===== src/logic/regpd_consts.svh =====
// offsets, field positions, reset values and timing counts of the
// regulator power-down control block; included by top and testbench
`ifndef REGPD_CONSTS_SVH
`define REGPD_CONSTS_SVH

// ----------------------------------------------------------------
// register byte addresses
// ----------------------------------------------------------------
`define RPC_RTC_PMGT_ADDR 16'h1930
`define RPC_STATUS_ADDR 16'h1934
`define RPC_REG_CTRL_ADDR 16'h7004

// ----------------------------------------------------------------
// rtc power management fields
// ----------------------------------------------------------------
`define RPC_CLKOUT_EN_BIT 0
`define RPC_REG_PD_BIT 1
`define RPC_BANDGAP_FULL_POWER_DOWN_BIT 2
`define RPC_WAKE_DIR_BIT 3
`define RPC_WAKE_DOUT_BIT 4

// ----------------------------------------------------------------
// regulator control and status fields
// ----------------------------------------------------------------
`define RPC_USB_EN_BIT 0
`define RPC_BG_SETTLED_BIT 0
`define RPC_WAKE_SEEN_BIT 1

// ----------------------------------------------------------------
// reset values
// ----------------------------------------------------------------
`define RPC_PMGT_RESET 5'h10
`define RPC_USB_EN_RESET 1'b0

// ----------------------------------------------------------------
// timing
// ----------------------------------------------------------------
`define RPC_CLK_KHZ 50000
`define RPC_BG_SETTLE_MS 100
`define RPC_BG_SETTLE_CYCLES (`RPC_BG_SETTLE_MS * `RPC_CLK_KHZ)
`define RPC_SETTLE_W 23

`endif


===== src/logic/regpd_pkg.sv =====
// types of the regulator power-down control block
// assumes a 16-bit apb address and 32-bit data path
package regpd_pkg;

   // ----------------------------------------------------------------
   // apb carriers
   // ----------------------------------------------------------------
   typedef struct packed {
      logic [15:0] paddr;
      logic psel;
      logic penable;
      logic pwrite;
      logic [31:0] pwdata;
   } apb_req_s;

   typedef struct packed {
      logic [31:0] prdata;
      logic pready;
      logic pslverr;
   } apb_rsp_s;

   // ----------------------------------------------------------------
   // power states
   // ----------------------------------------------------------------
   typedef enum logic [1:0] {
      PWR_ON = 2'b00,
      PWR_REG_DOWN = 2'b01,
      PWR_BG_DOWN = 2'b10,
      PWR_BG_SETTLE = 2'b11
   } pwr_state_e;

endpackage


===== src/logic/regulator_power_down_control.sv =====
// regulator, power-on-reset and bandgap power-down control with apb registers
// assumes one 50 mhz clock, synchronous inputs and a synchronous reset
// ----------------------------------------------------------------
// ----------------------------------------------------------------
//
// Local design decision: register access over APB.
`include "regpd_consts.svh"

module regulator_power_down_control
   import regpd_pkg::*;
#(
   parameter int unsigned BG_SETTLE_CYCLES = `RPC_BG_SETTLE_CYCLES
) (
   input wire logic CLK,
   input wire logic RESET,
   input wire apb_req_s APB_REQ,
   output apb_rsp_s APB_RSP,
   input wire logic WAKE_PIN_I,
   output logic WAKE_PIN_O,
   output logic WAKE_PIN_OE,
   input wire logic RTC_ALARM,
   output logic RTC_CLOCK_OUTPUT_ENABLE,
   output logic ANALOG_REGULATOR_ON,
   output logic USB_REGULATOR_ON,
   output logic USB_REGULATOR_OUTPUT_PIN_OE,
   output logic POR_ENABLE,
   output logic BANDGAP_ENABLE
);

   // ----------------------------------------------------------------
   // declarations
   // ----------------------------------------------------------------
   logic [4:0] pmgt;
   logic usb_regulator_enable;
   logic wake_seen;
   logic [`RPC_SETTLE_W-1:0] settle_cnt;
   pwr_state_e state;
   pwr_state_e next_state;
   logic [4:0] next_pmgt;
   logic next_usb_enable;
   logic [`RPC_SETTLE_W-1:0] next_settle_cnt;
   logic [31:0] next_rdata;
   logic [31:0] rdata;

   function automatic logic hit(input logic [15:0] a, input logic [15:0] target);
      hit = (a == target);
   endfunction

   // ----------------------------------------------------------------
   // apb decode
   // ----------------------------------------------------------------
   wire access = APB_REQ.psel && APB_REQ.penable;
   wire setup_phase = APB_REQ.psel && !APB_REQ.penable;
   wire sel_pmgt = hit(APB_REQ.paddr, `RPC_RTC_PMGT_ADDR);
   wire sel_stat = hit(APB_REQ.paddr, `RPC_STATUS_ADDR);
   wire sel_ctrl = hit(APB_REQ.paddr, `RPC_REG_CTRL_ADDR);
   wire mapped = sel_pmgt || sel_stat || sel_ctrl;
   wire wr_pmgt = access && APB_REQ.pwrite && sel_pmgt;
   wire wr_ctrl = access && APB_REQ.pwrite && sel_ctrl;
   wire [31:0] wd = APB_REQ.pwdata;

   // ----------------------------------------------------------------
   // field views
   // ----------------------------------------------------------------
   wire bandgap_full_power_down = pmgt[`RPC_BANDGAP_FULL_POWER_DOWN_BIT];
   wire regulator_power_down = pmgt[`RPC_REG_PD_BIT];
   wire wake_pin_direction = pmgt[`RPC_WAKE_DIR_BIT];
   wire wake_pin_dout = pmgt[`RPC_WAKE_DOUT_BIT];
   wire any_pd = bandgap_full_power_down || regulator_power_down;
   wire settled = (settle_cnt == '0);

   // ----------------------------------------------------------------
   // wake qualification
   // ----------------------------------------------------------------
   wire pin_wake = WAKE_PIN_I && !wake_pin_direction;
   wire wake = any_pd && (pin_wake || RTC_ALARM);

   // ----------------------------------------------------------------
   // register next values
   // ----------------------------------------------------------------
   always_comb begin
      next_pmgt = pmgt;
      // wake drops both power-down bits, a write in the same cycle still lands
      if (wake) begin
         next_pmgt[`RPC_BANDGAP_FULL_POWER_DOWN_BIT] = 1'b0;
         next_pmgt[`RPC_REG_PD_BIT] = 1'b0;
      end
      if (wr_pmgt) begin
         next_pmgt[`RPC_CLKOUT_EN_BIT] = wd[`RPC_CLKOUT_EN_BIT];
         next_pmgt[`RPC_WAKE_DIR_BIT] = wd[`RPC_WAKE_DIR_BIT];
         next_pmgt[`RPC_WAKE_DOUT_BIT] = wd[`RPC_WAKE_DOUT_BIT];
         // power-down bits can be set by software but cleared only by wake
         next_pmgt[`RPC_BANDGAP_FULL_POWER_DOWN_BIT] = next_pmgt[`RPC_BANDGAP_FULL_POWER_DOWN_BIT] | wd[`RPC_BANDGAP_FULL_POWER_DOWN_BIT];
         next_pmgt[`RPC_REG_PD_BIT] = next_pmgt[`RPC_REG_PD_BIT] | wd[`RPC_REG_PD_BIT];
      end
   end

   // only bit 0 of the regulator control register is stored
   assign next_usb_enable = wr_ctrl ? wd[`RPC_USB_EN_BIT] : usb_regulator_enable;

   // ----------------------------------------------------------------
   // power state
   // ----------------------------------------------------------------
   always_comb begin
      next_state = state;
      next_settle_cnt = settle_cnt;
      case (state)
         PWR_ON: begin
            if (next_pmgt[`RPC_BANDGAP_FULL_POWER_DOWN_BIT]) begin
               next_state = PWR_BG_DOWN;
            end else if (next_pmgt[`RPC_REG_PD_BIT]) begin
               next_state = PWR_REG_DOWN;
            end
         end
         PWR_REG_DOWN: begin
            if (next_pmgt[`RPC_BANDGAP_FULL_POWER_DOWN_BIT]) begin
               next_state = PWR_BG_DOWN;
            end else if (!next_pmgt[`RPC_REG_PD_BIT]) begin
               next_state = PWR_ON;
            end
         end
         PWR_BG_DOWN: begin
            // bandgap recharge time is tracked after its wake
            if (!next_pmgt[`RPC_BANDGAP_FULL_POWER_DOWN_BIT] && !next_pmgt[`RPC_REG_PD_BIT]) begin
               next_state = PWR_BG_SETTLE;
               next_settle_cnt = `RPC_SETTLE_W'(BG_SETTLE_CYCLES - 1);
            end
         end
         PWR_BG_SETTLE: begin
            if (next_pmgt[`RPC_BANDGAP_FULL_POWER_DOWN_BIT]) begin
               next_state = PWR_BG_DOWN;
               next_settle_cnt = '0;
            end else if (next_pmgt[`RPC_REG_PD_BIT]) begin
               next_state = PWR_REG_DOWN;
               next_settle_cnt = '0;
            end else if (settled) begin
               next_state = PWR_ON;
               next_settle_cnt = '0;
            end else begin
               next_settle_cnt = settle_cnt - `RPC_SETTLE_W'(1);
            end
         end
         default: begin
            next_state = PWR_ON;
            next_settle_cnt = '0;
         end
      endcase
   end

   // ----------------------------------------------------------------
   // read data
   // ----------------------------------------------------------------
   always_comb begin
      next_rdata = '0;
      if (sel_pmgt) begin
         next_rdata[4:0] = pmgt;
      end else if (sel_ctrl) begin
         next_rdata[`RPC_USB_EN_BIT] = usb_regulator_enable;
      end else if (sel_stat) begin
         next_rdata[`RPC_BG_SETTLED_BIT] = (state != PWR_BG_SETTLE) && !bandgap_full_power_down;
         next_rdata[`RPC_WAKE_SEEN_BIT] = wake_seen;
      end
   end

   assign APB_RSP.pready = 1'b1;
   assign APB_RSP.pslverr = access && !mapped;
   // read data held from the setup cycle
   assign APB_RSP.prdata = rdata;

   // ----------------------------------------------------------------
   // state registers
   // ----------------------------------------------------------------
   always_ff @(posedge CLK) begin
      if (RESET) begin
         pmgt <= `RPC_PMGT_RESET;
         usb_regulator_enable <= `RPC_USB_EN_RESET;
         state <= PWR_ON;
         settle_cnt <= '0;
         wake_seen <= 1'b0;
         rdata <= '0;
      end else begin
         pmgt <= next_pmgt;
         usb_regulator_enable <= next_usb_enable;
         state <= next_state;
         settle_cnt <= next_settle_cnt;
         if (setup_phase) begin
            rdata <= next_rdata;
         end
         // sticky wake flag, a wake beats the software clear
         if (wake) begin
            wake_seen <= 1'b1;
         end else if (access && APB_REQ.pwrite && sel_stat && wd[`RPC_WAKE_SEEN_BIT]) begin
            wake_seen <= 1'b0;
         end
      end
   end

   // ----------------------------------------------------------------
   // analog controls, registered
   // ----------------------------------------------------------------
   wire next_reg_on = !next_pmgt[`RPC_BANDGAP_FULL_POWER_DOWN_BIT] && !next_pmgt[`RPC_REG_PD_BIT];

   always_ff @(posedge CLK) begin
      if (RESET) begin
         ANALOG_REGULATOR_ON <= 1'b1;
         USB_REGULATOR_ON <= 1'b0;
         USB_REGULATOR_OUTPUT_PIN_OE <= 1'b0;
         POR_ENABLE <= 1'b1;
         BANDGAP_ENABLE <= 1'b1;
         RTC_CLOCK_OUTPUT_ENABLE <= 1'b0;
         WAKE_PIN_OE <= 1'b0;
      end else begin
         ANALOG_REGULATOR_ON <= next_reg_on;
         USB_REGULATOR_ON <= next_reg_on && next_usb_enable;
         USB_REGULATOR_OUTPUT_PIN_OE <= next_reg_on && next_usb_enable;
         POR_ENABLE <= next_reg_on;
         BANDGAP_ENABLE <= !next_pmgt[`RPC_BANDGAP_FULL_POWER_DOWN_BIT];
         RTC_CLOCK_OUTPUT_ENABLE <= next_pmgt[`RPC_CLKOUT_EN_BIT];
         WAKE_PIN_OE <= next_pmgt[`RPC_WAKE_DIR_BIT] && !next_pmgt[`RPC_WAKE_DOUT_BIT];
      end
   end

   // open-drain wake output only ever pulls low
   assign WAKE_PIN_O = 1'b0;
endmodule


===== config.mk =====
export PLATFORM = sky130hd
export DESIGN_NAME = regulator_power_down_control
export DESIGN_NICKNAME = d
export VERILOG_FILES = /design/src/logic/regpd_pkg.sv /design/src/logic/regulator_power_down_control.sv
export VERILOG_INCLUDE_DIRS = /design/src /design/src/logic
export SDC_FILE = /design/constraint.sdc
export NUM_CORES = 1
export LEC_CHECK = 0
export BUFFER_PORTS_ARGS = -buffer_cell sky130_fd_sc_hd__buf_2
export CORE_AREA = 2 2 80 82
export DETAILED_ROUTE_END_ITERATION = 12
export DIE_AREA = 0 0 82 84
export GPL_TIMING_DRIVEN = 0
export PLACE_DENSITY = 0.76
export SLEW_MARGIN = 20
export SYNTH_ARGS = -nofsm -noshare
export SYNTH_HDL_FRONTEND = slang
export SYNTH_SLANG_ARGS = --single-unit

===== constraint.sdc =====
create_clock -name CLK -period 2.2 [get_ports CLK]
set_input_delay 0.22 -clock CLK [delete_from_list [all_inputs] [get_ports CLK]]
set_output_delay 0.22 -clock CLK [all_outputs]
set_load 0.01 [all_outputs]

Yosys cells after proc, flatten, opt, wreduce, memory -nomap -nowiden
Index checks and enable logic that the tools add are counted.
{"block": "op_classes", "addsub": 1, "eq_ne": 11, "n_mux": 24, "bitwise": 2, "reduce_logical": 31}
{"cell": "23-bit 2-to-1 mux", "n": 4}
{"cell": "23-bit case mux with 2 select lines", "n": 1}
{"cell": "16-bit by 13-bit equality test with 1-bit output (second input constant)", "n": 2}
{"cell": "23-bit logical NOT", "n": 1}
{"cell": "23-bit by 1-bit subtractor with 23-bit output (second input constant)", "n": 1}
{"cell": "2-bit 2-to-1 mux", "n": 11}
{"cell": "16-bit by 15-bit equality test with 1-bit output (second input constant)", "n": 1}
{"cell": "1-bit logical AND", "n": 14}
{"cell": "2-bit case mux with 4 select lines", "n": 1}
{"cell": "1-bit logical NOT", "n": 7}
{"cell": "3-bit != test (second input constant)", "n": 2}
{"cell": "1-bit 2-to-1 mux", "n": 5}
{"cell": "5-bit 2-to-1 mux", "n": 1}
{"cell": "2-bit equality test (second input constant)", "n": 2}
{"cell": "1-bit logical OR", "n": 4}
{"cell": "2-bit != test (second input constant)", "n": 2}
{"cell": "4-bit != test (second input constant)", "n": 1}
{"cell": "4-bit AND reduction", "n": 1}
{"cell": "2-bit nonzero test", "n": 2}
{"cell": "3-bit 2-to-1 mux", "n": 1}
{"cell": "2-bit by 1-bit equality test with 1-bit output (second input constant)", "n": 1}
{"cell": "2-bit logical NOT", "n": 1}
{"cell": "1-bit bitwise OR", "n": 2}
{"cell": "2-bit AND reduction", "n": 1}
{"block": "word_totals", "reg_bits": 42, "inputBits": 55, "wordCells": 80}

Longest topological paths before layout
{"block": "depth", "ltp_word": 11, "ltp_mapped": 8}

Least setup slack after synthesis
Ideal clock, no wire load.
{"block": "synth_path", "path_kind": "reg-to-reg", "from": "reg settle_cnt[3]", "to": "reg settle_cnt[15]", "setup_time_ns": 0.120, "arrival_time_ns": 1.911, "setup_slack_ns": 0.169, "path_stages_with_launch": 7, "n_path_buf": 1, "synth_period_minus_slack_ns": 2.031, "path_cell_list": "dfxtp_1 > or4_1 > buf_4 > or3_4 > o41a_1 > nand4_1 > nand3_1"}
{"block": "synth_via", "elab_chain_len": 5, "word_cells_on_any_way": 6, "cone_classes": "1 x add/sub; 4 x mux; 1 x reduce/logical"}
{"element": "start: declaration", "line_no": "regulator_power_down_control.sv:36", "rtl": "logic [`RPC_SETTLE_W-1:0] settle_cnt;"}
{"element": "start signal: assignment", "line_no": "regulator_power_down_control.sv:185", "rtl": "settle_cnt <= next_settle_cnt;"}
{"element": "23-bit by 1-bit subtractor with 23-bit output / 23-bit logical NOT (equally long branches)", "line_no": "regulator_power_down_control.sv:140, regulator_power_down_control.sv:70"}
{"element": "23-bit 2-to-1 mux (*)", "line_no": "regulator_power_down_control.sv:136", "rtl": "end else if (settled) begin"}
{"element": "23-bit 2-to-1 mux (*)", "line_no": "regulator_power_down_control.sv:133", "rtl": "end else if (next_pmgt[`RPC_REG_PD_BIT]) begin"}
{"element": "23-bit 2-to-1 mux (*)", "line_no": "regulator_power_down_control.sv:130", "rtl": "if (next_pmgt[`RPC_BANDGAP_FULL_POWER_DOWN_BIT]) begin"}
{"element": "23-bit case mux with 2 select lines (*)", "line_no": "regulator_power_down_control.sv:107", "rtl": "case (state)"}
Every way passes the cells marked *; elsewhere a longest branch is shown, timed or not.
A chain may end at the register's enable or synchronous reset.

==> metrics.csv <==
metric;value;unit
Ys Warns;0;
Ant. Diodes;0;
vias in the first global route;2380;
maximum resistive drop on vdd;0.191;mV
Hold Path Class;in2reg;
Worst Path Max Fanout;5;
Synth top area share;0.308;
total number of H-tree levels;2;
ranking of synthesized cells by area;dfxtp_1, buf_4, nand3_1;
Fin. Hold Viols;0;
leakage;1.34;nW
layout cells sized above 1;0.269;
Max Clock Freq;465;MHz
#FFs+latches synth;41;
I/O pins;97;
hold_buf cts;0;
largest net degree at the start of global routing;14;
Clk pin slew, worst setup/hold paths;0.08;ns
chip width;82;um
first-pass GRT wire length;11.2;mm
mean post-synth cell area;7.88;sq um
Overall Global Routing Usage;0.206;
CTS sink count;41;
post-route cell area;3230;sq um
DRC viols;0;
CP startpoint kind;flip-flop;
Synth Instances;338;
mapped cell area;2660;sq um
grt total ovfl;0;
core area;6100;sq um
die footprint;6890;sq um
post-DR wirelength/cell;14.0;um
hold slack;0.165;ns
initial drt markers;179;
Bufs on Longest Clock Path;2;
Clk Latency, worst-skew pair;0.30;ns
Post-DP Area;3050;sq um
Async SR Flop Fraction;0;
initial antenna violation count;0;
sequential share of the synthesized area;0.308;
Post-Route Utilization;0.530;
top_reg_cell synth;dfxtp_1;
worst-path cell chain;inv_1 -> ha_1 -> or3b_2 -> nor4_4 -> nand2_2 -> buf_4 -> a211oi_1 -> nor3_1;
Power Density;424;nW/um^2
area leader, netlist;dfxtp_1;
Tcrit/Tclk final;0.978;
FILL cells;605;
number of synthesized flops with an enable pin;0;
Die H;84;um
Detailed Route WL;6.86;mm
Port Buffers;38;
root buf cell;clkbuf_8;
pins over their slew limit;0;
Finish-stage setup viols;0;
RSZ-0062 raised after global routing;true;
Setup Crit Path Kind;reg2reg;
Clock Skew;0.00658;ns
router iterations before antenna repair;4;
routability cong.;0.915;
via count;2692;
Rows;29;
status;finished clean;
max_cap viols;0;
CP max stage cell;or3b_2;
Post-DRT Antenna Nets;0;
crit path DAT;2.32;ns
slowest stage delay, CP;0.49;ns
count of nets after finishing;469;
Num CTS Buffers;5;
Initial Util;0.437;
most numerous cell in the Yosys netlist;dfxtp_1;
required time worst endpoint;2.37;ns
Distinct cells, synth;56;
relative slew slack;0.598;
synth cell count leaders;dfxtp_1, buf_4, nor2_1;
CP endpoint kind;flip-flop;
CTS tree;built;
area delta synth->final;21.3;%
Final Critical Period;2.15;ns
worst slew pin tran;0.598;ns
DPL Wire Length;4.94;mm
Via density;5.49;
metrics by stage:
stage | instances | setup TNS, ns | total power, mW | setup WS (ns)
2_1_floorplan | 365 | 0 | 0.852 | 0.169
3_3_place_gp | 480 | -1.52 | 0.892 | -0.174
3_5_place_dp | 480 | -2.48 | 0.893 | -0.250
4_1_cts | 489 | 0 | 1.38 | 0.0116
5_1_grt | 490 | -0.0374 | 1.44 | -0.00875
6_report | 490 | 0 | 1.37 | 0.0492
cell usage in the layout (no fill, tap or decap), types with 11 or more instances in the layout:
master   count
nand2_1     13
dfxtp_1     40
buf_4       33
nand3_1     24
conb_1      29
buf_2       40
nand4_1     14
inv_1       11
a21oi_1     21
nor2_1      26
nor3_1      18
worst max-delay path: cells and delay by family, from the launching register on:
family,cells,cell delay (ns)
simple gates,4,1.01
flops,1,0.33
buf+inv,2,0.29
compound gates,1,0.24
fa+ha+maj,1,0.16
sequential cells by signal (all words and copies together), names as in the netlist, named ones only:
| name | count |
|---|---|
| pmgt | 5 |
| rdata | 5 |
| wake_seen | 1 |
| USB_REGULATOR_OUTPUT_PIN_OE | 1 |
| BANDGAP_ENABLE | 1 |
| state | 1 |
| WAKE_PIN_OE | 1 |
| usb_regulator_enable | 1 |
| settle_cnt | 23 |
| POR_ENABLE | 1 |
routing by layer:
metal,global-route usage,routed length [um],vias up
li1,-,-,1348
met1,0.272,3020,1236
met2,0.333,3330,101
met3,0.0390,438,7
met4,0.0652,64,0
met5,0,0,-
report_power, final:
part	switching, mW	internal [mW]
clock network	0.268	0.219
registers	0.00000125	0.741
logic	0.0760	0.0655
total	0.344	1.03
worst paths after layout:
check             depth (start not counted)  slack, ns   endpoint           from
setup / recovery                          8       0.05  flip-flop  settle_cnt[0]
setup reg to reg                          8       0.05  flip-flop  settle_cnt[0]
hold / removal                            3       0.17    pmgt[4]     APB_REQ[4]
hold reg to reg                           2       0.45   rdata[3]       rdata[3]
cell type report:
class | instances | area (sq um) | share of cell area
Buffer | 49 | 323 | 0.0999
Sequential cell | 41 | 822 | 0.254
Tap cell | 77 | 96.3 | 0.0298
Clock buffer | 5 | 68.8 | 0.0213
Inverter | 11 | 41.3 | 0.0128
Multi-Input combinational cell | 263 | 1640 | 0.507
Clock inverter | 3 | 17.5 | 0.00542
Timing Repair Buffer | 41 | 225 | 0.0697
logic make-up (layout without fill, tap and decap cells):
family	Yosys count	after routing	share of synthesized area
fa+ha+maj	2	2	0.00939
flops	41	41	0.308
buf+inv	61	109	0.135
simple gates	158	158	0.342
other cells	2	29	0.00282
mux	5	5	0.0188
compound gates	69	69	0.184
repair_timing:
| action | in CTS | in global routing |
|---|---|---|
| gates resized for setup | 2 | 16 |
| setup endpoints to repair | 13 | 23 |
| pin swaps | 1 | 1 |
| setup buffers | 1 | 2 |
Power figures use the tool's default switching activity.
